--- src/pgp_pkg.sv ---
// Package for the pin data register block: offsets, widths, reset values.
// Assumes a 32-bit register port with full byte addresses.
package pgp_pkg;
	// ----------------------------------------
	// Geometry
	// ----------------------------------------
	localparam int unsigned NUM_PINS = 96;
	localparam int unsigned WORD_W = 32;
	localparam int unsigned NUM_WORDS = 3;
	localparam int unsigned ADDR_W = 32;
	// ----------------------------------------
	// Register offsets
	// ----------------------------------------
	localparam logic [31:0] OFS_OUT_LOW = 32'hD00A0018;
	localparam logic [31:0] OFS_OUT_MID = 32'hD00A001C;
	localparam logic [31:0] OFS_OUT_HIGH = 32'hD00A0020;
	localparam logic [31:0] OFS_IN_LOW = 32'hD00A0024;
	localparam logic [31:0] OFS_IN_MID = 32'hD00A0028;
	localparam logic [31:0] OFS_IN_HIGH = 32'hD00A002C;
	localparam logic [31:0] OFS_EN_LOW = 32'hD00A0000;
	localparam logic [31:0] OFS_DIR_LOW = 32'hD00A000C;
	// ----------------------------------------
	// Reset values
	// ----------------------------------------
	localparam logic [31:0] RST_OUT = 32'h00000000;
	localparam logic [31:0] RST_IN = 32'h00000000;
	localparam logic [31:0] RST_EN = 32'h00000000;
	localparam logic [31:0] RST_DIR = 32'hFFFFFFFF;
	localparam logic [31:0] RD_UNMAPPED = 32'h00000000;
endpackage

--- src/pgp_sync2.sv ---
// Two-stage synchroniser for a vector of pin levels.
// Assumes inputs are asynchronous to i_ref_clk.
`timescale 1ns/1ps
module pgp_sync2 #(
	parameter int unsigned WIDTH = 96
) (
	input wire logic i_ref_clk,
	input wire logic i_reset,
	input wire logic [WIDTH-1:0] i_async,
	output logic [WIDTH-1:0] o_sync
);
	logic [WIDTH-1:0] meta_ff;
	logic [WIDTH-1:0] sync_ff;

	// ----------------------------------------
	// Two flip-flops
	// ----------------------------------------
	always_ff @(posedge i_ref_clk) begin
		if (i_reset) begin
			meta_ff <= '0;
			sync_ff <= '0;
		end else begin
			meta_ff <= i_async;
			sync_ff <= meta_ff;
		end
	end

	assign o_sync = sync_ff;
endmodule

--- src/pgp_pin_data.sv ---
// What this block does
// - Written output word bits are stored and driven on enabled pins set as outputs.
// - Pins set as inputs are not driven by their output data bit.
// - Output words read back last written value; they reset to zero.
// - Input words read the synchronised pin level for input pins; reset zero.
// - Input word bits of output pins read back the stored output value.
// - Pin is general-purpose only while its enable bit is set.
// - Direction bit set means input; direction bits reset to all ones.
//
// Pin data register block of a 96-pin general-purpose port.
// Assumes enable and direction words come from the neighbouring register set,
// and that pin levels arrive asynchronously from the pads.
//
// Decided for this implementation: the address-and-strobe port.
`timescale 1ns/1ps
module pgp_pin_data #(
	parameter int unsigned NUM_PINS = pgp_pkg::NUM_PINS
) (
	input wire logic i_ref_clk,
	input wire logic i_reset,
	input wire logic [pgp_pkg::ADDR_W-1:0] i_addr,
	input wire logic [pgp_pkg::WORD_W-1:0] i_wdata,
	input wire logic i_wr,
	input wire logic i_rd,
	output logic [pgp_pkg::WORD_W-1:0] o_rdata,
	input wire logic [NUM_PINS-1:0] i_pin_enable,
	input wire logic [NUM_PINS-1:0] i_pin_dir_in,
	input wire logic [NUM_PINS-1:0] i_pin_level,
	output logic [NUM_PINS-1:0] o_pin_out,
	output logic [NUM_PINS-1:0] o_pin_oe,
	output logic [NUM_PINS-1:0] o_pin_gp_sel
);
	// ----------------------------------------
	// Storage
	// ----------------------------------------
	logic [pgp_pkg::WORD_W-1:0] out_word_ff [pgp_pkg::NUM_WORDS];
	logic [pgp_pkg::WORD_W-1:0] rdata_ff;
	logic [pgp_pkg::WORD_W-1:0] nxt_rdata;
	logic [NUM_PINS-1:0] out_flat;
	logic [NUM_PINS-1:0] level_sync;
	logic [NUM_PINS-1:0] in_view;
	logic [NUM_PINS-1:0] pin_out_ff;
	logic [NUM_PINS-1:0] pin_oe_ff;
	logic [NUM_PINS-1:0] gp_sel_ff;
	logic [NUM_PINS-1:0] enable_ff;
	logic [NUM_PINS-1:0] dir_in_ff;

	// ----------------------------------------
	// Pin level synchroniser
	// ----------------------------------------
	pgp_sync2 #(
		.WIDTH(NUM_PINS)
	) u_sync (
		.i_ref_clk(i_ref_clk),
		.i_reset(i_reset),
		.i_async(i_pin_level),
		.o_sync(level_sync)
	);

	// ----------------------------------------
	// Configuration capture
	// ----------------------------------------
	// direction reset ones
	always_ff @(posedge i_ref_clk) begin
		if (i_reset) begin
			enable_ff <= '0;
			dir_in_ff <= '1;
		end else begin
			enable_ff <= i_pin_enable;
			dir_in_ff <= i_pin_dir_in;
		end
	end

	// ----------------------------------------
	// Output data words
	// ----------------------------------------
	// store written word
	always_ff @(posedge i_ref_clk) begin
		if (i_reset) begin
			for (int k = 0; k < pgp_pkg::NUM_WORDS; k++) begin
				out_word_ff[k] <= pgp_pkg::RST_OUT;
			end
		end else if (i_wr) begin
			case (i_addr)
				pgp_pkg::OFS_OUT_LOW: begin
					out_word_ff[0] <= i_wdata;
				end
				pgp_pkg::OFS_OUT_MID: begin
					out_word_ff[1] <= i_wdata;
				end
				pgp_pkg::OFS_OUT_HIGH: begin
					out_word_ff[2] <= i_wdata;
				end
				default: begin
				end
			endcase
		end
	end

	always_comb begin
		for (int k = 0; k < pgp_pkg::NUM_WORDS; k++) begin
			out_flat[k*pgp_pkg::WORD_W +: pgp_pkg::WORD_W] = out_word_ff[k];
		end
	end

	// ----------------------------------------
	// Pin drive
	// ----------------------------------------
	// enable gates control
	always_ff @(posedge i_ref_clk) begin
		if (i_reset) begin
			pin_out_ff <= '0;
			pin_oe_ff <= '0;
			gp_sel_ff <= '0;
		end else begin
			gp_sel_ff <= enable_ff;
			pin_oe_ff <= enable_ff & ~dir_in_ff;
			pin_out_ff <= out_flat & enable_ff & ~dir_in_ff;
		end
	end

	// ----------------------------------------
	// Input view
	// ----------------------------------------
	// sampled level on input pins, stored output bit on output pins
	assign in_view = (dir_in_ff & level_sync) | (~dir_in_ff & out_flat);

	// ----------------------------------------
	// Read path
	// ----------------------------------------
	// read back stored
	always_comb begin
		nxt_rdata = pgp_pkg::RD_UNMAPPED;
		case (i_addr)
			pgp_pkg::OFS_OUT_LOW: begin
				nxt_rdata = out_word_ff[0];
			end
			pgp_pkg::OFS_OUT_MID: begin
				nxt_rdata = out_word_ff[1];
			end
			pgp_pkg::OFS_OUT_HIGH: begin
				nxt_rdata = out_word_ff[2];
			end
			pgp_pkg::OFS_IN_LOW: begin
				nxt_rdata = in_view[31:0];
			end
			pgp_pkg::OFS_IN_MID: begin
				nxt_rdata = in_view[63:32];
			end
			pgp_pkg::OFS_IN_HIGH: begin
				nxt_rdata = in_view[95:64];
			end
			default: begin
				nxt_rdata = pgp_pkg::RD_UNMAPPED;
			end
		endcase
	end

	always_ff @(posedge i_ref_clk) begin
		if (i_reset) begin
			rdata_ff <= pgp_pkg::RST_IN;
		end else if (i_rd) begin
			rdata_ff <= nxt_rdata;
		end else begin
			rdata_ff <= pgp_pkg::RD_UNMAPPED;
		end
	end

	assign o_rdata = rdata_ff;
	assign o_pin_out = pin_out_ff;
	assign o_pin_oe = pin_oe_ff;
	assign o_pin_gp_sel = gp_sel_ff;
endmodule

--- config.mk ---
export PLATFORM = sky130hd
export DESIGN_NAME = pgp_pin_data
export DESIGN_NICKNAME = d
export VERILOG_FILES = /design/src/pgp_pkg.sv /design/src/pgp_sync2.sv /design/src/pgp_pin_data.sv
export SDC_FILE = /design/constraint.sdc
export NUM_CORES = 1
export LEC_CHECK = 0
export BUFFER_PORTS_ARGS = -buffer_cell sky130_fd_sc_hd__buf_2
export CAP_MARGIN = 5
export CORE_AREA = 5 5 260 262
export DETAILED_ROUTE_END_ITERATION = 10
export DIE_AREA = 0 0 265 267
export HOLD_SLACK_MARGIN = 0.1
export PLACE_DENSITY = 0.6
export RECOVER_POWER = 25
export SLEW_MARGIN = 20
export SYNTH_ARGS = -nofsm -noshare
export SYNTH_HDL_FRONTEND = slang
export SYNTH_SLANG_ARGS = --single-unit
--- constraint.sdc ---
create_clock -name i_ref_clk -period 3.55 [get_ports i_ref_clk]
set_input_delay 0.8875 -clock i_ref_clk [delete_from_list [all_inputs] [get_ports i_ref_clk]]
set_output_delay 0.8875 -clock i_ref_clk [all_outputs]
set_load 0.005 [all_outputs]
==> flow_summary.ini <==
[grt]
use_met3_pct = 4.77
grtUsageTotal_pct = 19.7
grt_first_pass_wirelength_mm = 106
grt_max_degree = 108
use_met1_pct = 23.8
grt-busiest-layer = met2
grt_util_met2_pct = 34.3
antenna_found_initial = 22
first_global_vias = 17300
grt.overflow.total = 0

[synthesis]
syn_inst = 1970
synth_fa_ha_area_share_pct = 0
yosysWarnings = 0
synth_top_family_by_area = simple AND/OR/NAND/NOR gates
synth_seq_cells = 800
yosysSeqAreaShare_pct = 69.6
syn_area_um2 = 24400
synth_compound_area_share_pct = 4.13
yosys.area_share.simple_pct = 20.4
synth_nets = 2326
synthXorXnorAreaFrac_pct = 0
synth_cell_types = 38
muxShareOfSynthArea_pct = 4.38
avgSynthCellArea_um2 = 12.4

[clock_tree]
tritoncts = built
clock_path_buffers = 3
cts_buffers = 81
ctsHtreeMaxLevel = 3
cts.repair.resized = 0
clock_sinks = 800
clk_latency_ns = 0.60
clk_pin_slew_ns = 0.06
ctsHoldBuffers = 0
root_buffer = clkbuf_16
cts_setup_buffers = 0

[worst_setup_path]
required_ns = 4.04
worstPathCellList = buf_8 -> clkbuf_2 -> nor2b_1 -> nor2b_1 -> and2_1
cp_top_family = buffers and inverters
slowest_delay_ns = 1.19
cp_data_arrival_time_ns = 3.24
r2r_end = o_rdata[23]
crit_end = o_pin_out[56]
worstSetupPathType = in -> reg
crit_slowest_cell = clkbuf_2
reg2reg_depth = 5
critPathCaptureType = register
rrSetupSlack_ns = 1.95
worstSetupStartpointType = primary input
path_buf_inv = 2
reg2reg_from = dir_in_ff[87]
crit_path_frequent_cell = nor2b_1
cp-startpoint = i_reset
worst-path-stages = 5
cp_max_fo = 79

[layout]
multi_input_area_um2 = 7130
layout_commonest_cell = dfxtp_1
drive_above_1_share_pct = 38.0
final_cell_mix = dfxtp_1 (704), buf_2 (674), nor2b_1 (480)
nets = 3030
fillers = 5969
regArea_um2 = 17000
stdcell_count = 3609
area_growth_syn_to_layout_pct = 29.1

[run_status]
violations = max-capacitance violations, max-slew violations
outcome = finished, violations left

[timing]
finClkSkew_ns = 0.0262
report.final.slew_viol_count = 120
timing_hold_violations_final = 0
slew_headroom_pct = -4.76
finalSetupViolations = 0
fin_crit_ns = 2.76
timing.hold.ws_ns = 0.426
tightest_slew_ns = 1.57
fmax_mhz = 362
setup_tns_ns = 0
final.period_utilization_pct = 77.7
rsz0062_at_grt = false

[floorplanning]
fp.dieW_um = 265
rows = 94
die_area_um2 = 70800
coreArea_um2 = 65200
ios = 676
start_util_pct = 37.5
dieHeight_um = 267

[route]
drt_wl_total_mm = 72.8
vias = 16400
wl_per_cell_um = 20.2
via_per_inst = 4.55
drt_iter0_drc = 997
ant_nets = 0
route.detailed.drc = 0
drtPass1Iterations = 5

[place]
dpl.cell_count = 3455
gp_congestion = 0.866
hpwl_mm = 54.8
portBuffers = 675

[power]
power_density_nw_per_um2 = 598
ir_drop_mv = 0.349
p_leak_nw = 13.7

[hold_path]
hp-class = reg -> reg

[run]
drv_cap = 2
==> power breakdown <==
| group | switching, mW | leakage (nW) | internal [mW] |
|---|---|---|---|
| Clock | 3.44 | 1.32 | 4.88 |
| Combinational | 0.388 | 5.64 | 0.448 |
| Sequential | 0.177 | 6.70 | 9.50 |
| Total | 4.01 | 13.7 | 14.8 |
==> how the worst min path moves through the flow <==
stage	start	end	slack [ns]	cells after the start
after global routing	i_pin_dir_in[40]	dir_in_ff[40]	0.43	2
after global placement	u_sync.meta_ff[11]	u_sync.o_sync[11]	0.42	1
after floorplan	dir_in_ff[0]	o_pin_oe[0]	0.41	1
after detailed placement	u_sync.meta_ff[66]	u_sync.o_sync[66]	0.42	1
after CTS	i_pin_dir_in[43]	dir_in_ff[43]	0.41	2
final	u_sync.meta_ff[73]	u_sync.o_sync[73]	0.43	1
==> cell families (layout without fill, tap and decap cells) <==
family / count (synthesis) / after routing
compound gates: 164 / 164
flops: 800 / 800
buf+inv: 90 / 855
mux: 95 / 95
other cells: 0 / 10
simple gates: 821 / 821
==> routing by layer <==
metal	wire [um]	vias to the layer above
li1	-	7854
met1	29000	7755
met2	36300	655
met3	5470	150
met4	1980	14
met5	83	-
==> Yosys cell counts <==
library cell  number  area [um2]
a41o_1             3        30.0
nand2_1           63         236
o21ai_1            4        20.0
buf_1              2        7.51
buf_2              6        30.0
buf_6              1        11.3
or4b_2             1        10.0
inv_1              1        3.75
a21oi_1           64         320
o21ai_0           27         135
nor2_1            33         124
nor4_1             4        25.0
a22oi_1           61         458
a22o_1             1        8.76
and2_1           128         801
a222oi_1           1        10.0
o211ai_1           1        7.51
nand4_2            1        12.5
nor4b_4            2        47.6
or4b_1             1        10.0
and3b_1            1        8.76
mux2_2            95        1070
nor2_2             1        6.26
a32oi_1            1        8.76
nand2b_1           1        6.26
dfxtp_1          704       14100
clkbuf_2           3        15.0
a32o_1             1        10.0
nor2b_1          480        3000
edfxtp_1          96        2880
nor4b_1            3        26.3
nor4b_2            2        30.0
nor4_2             1        12.5
nor4bb_1           1        10.0
buf_4              2        15.0
or2_2             96         601
clkbuf_1          75         282
and4b_1            2        20.0
==> registers in the layout, summed over array words and instances, names as in the netlist <==
register	cells
u_sync.o_sync	96
o_pin_gp_sel	96
dir_in_ff	96
u_sync.meta_ff	96
enable_ff	96
o_pin_oe	96
out_word_ff	96
o_pin_out	96
o_rdata	32
==> cell type report <==
class | count | share of cell area, %
diodes | 10 | 0.0794
well taps | 864 | 3.43
clock buffers | 119 | 7.78
multi-input cells | 1080 | 22.6
inverters | 1 | 0.0119
flip-flops and latches | 800 | 53.9
clock inverters | 25 | 0.596
repair buffers | 710 | 11.6
==> per-stage QoR <==
stage               cell area [um2]  setup WS (ns)  total power [mW]  util, %
floorplan                     24400          0.593              10.2        -
global placement              28900          0.433              10.7     44.3
detailed placement            28900          0.385              10.7     44.3
CTS                           31500           1.03              19.1     48.4
global route                  31500          0.649              19.6     48.3
finish                        31500          0.791              18.8     48.4
No activity file was read; power rests on OpenSTA's default activity.
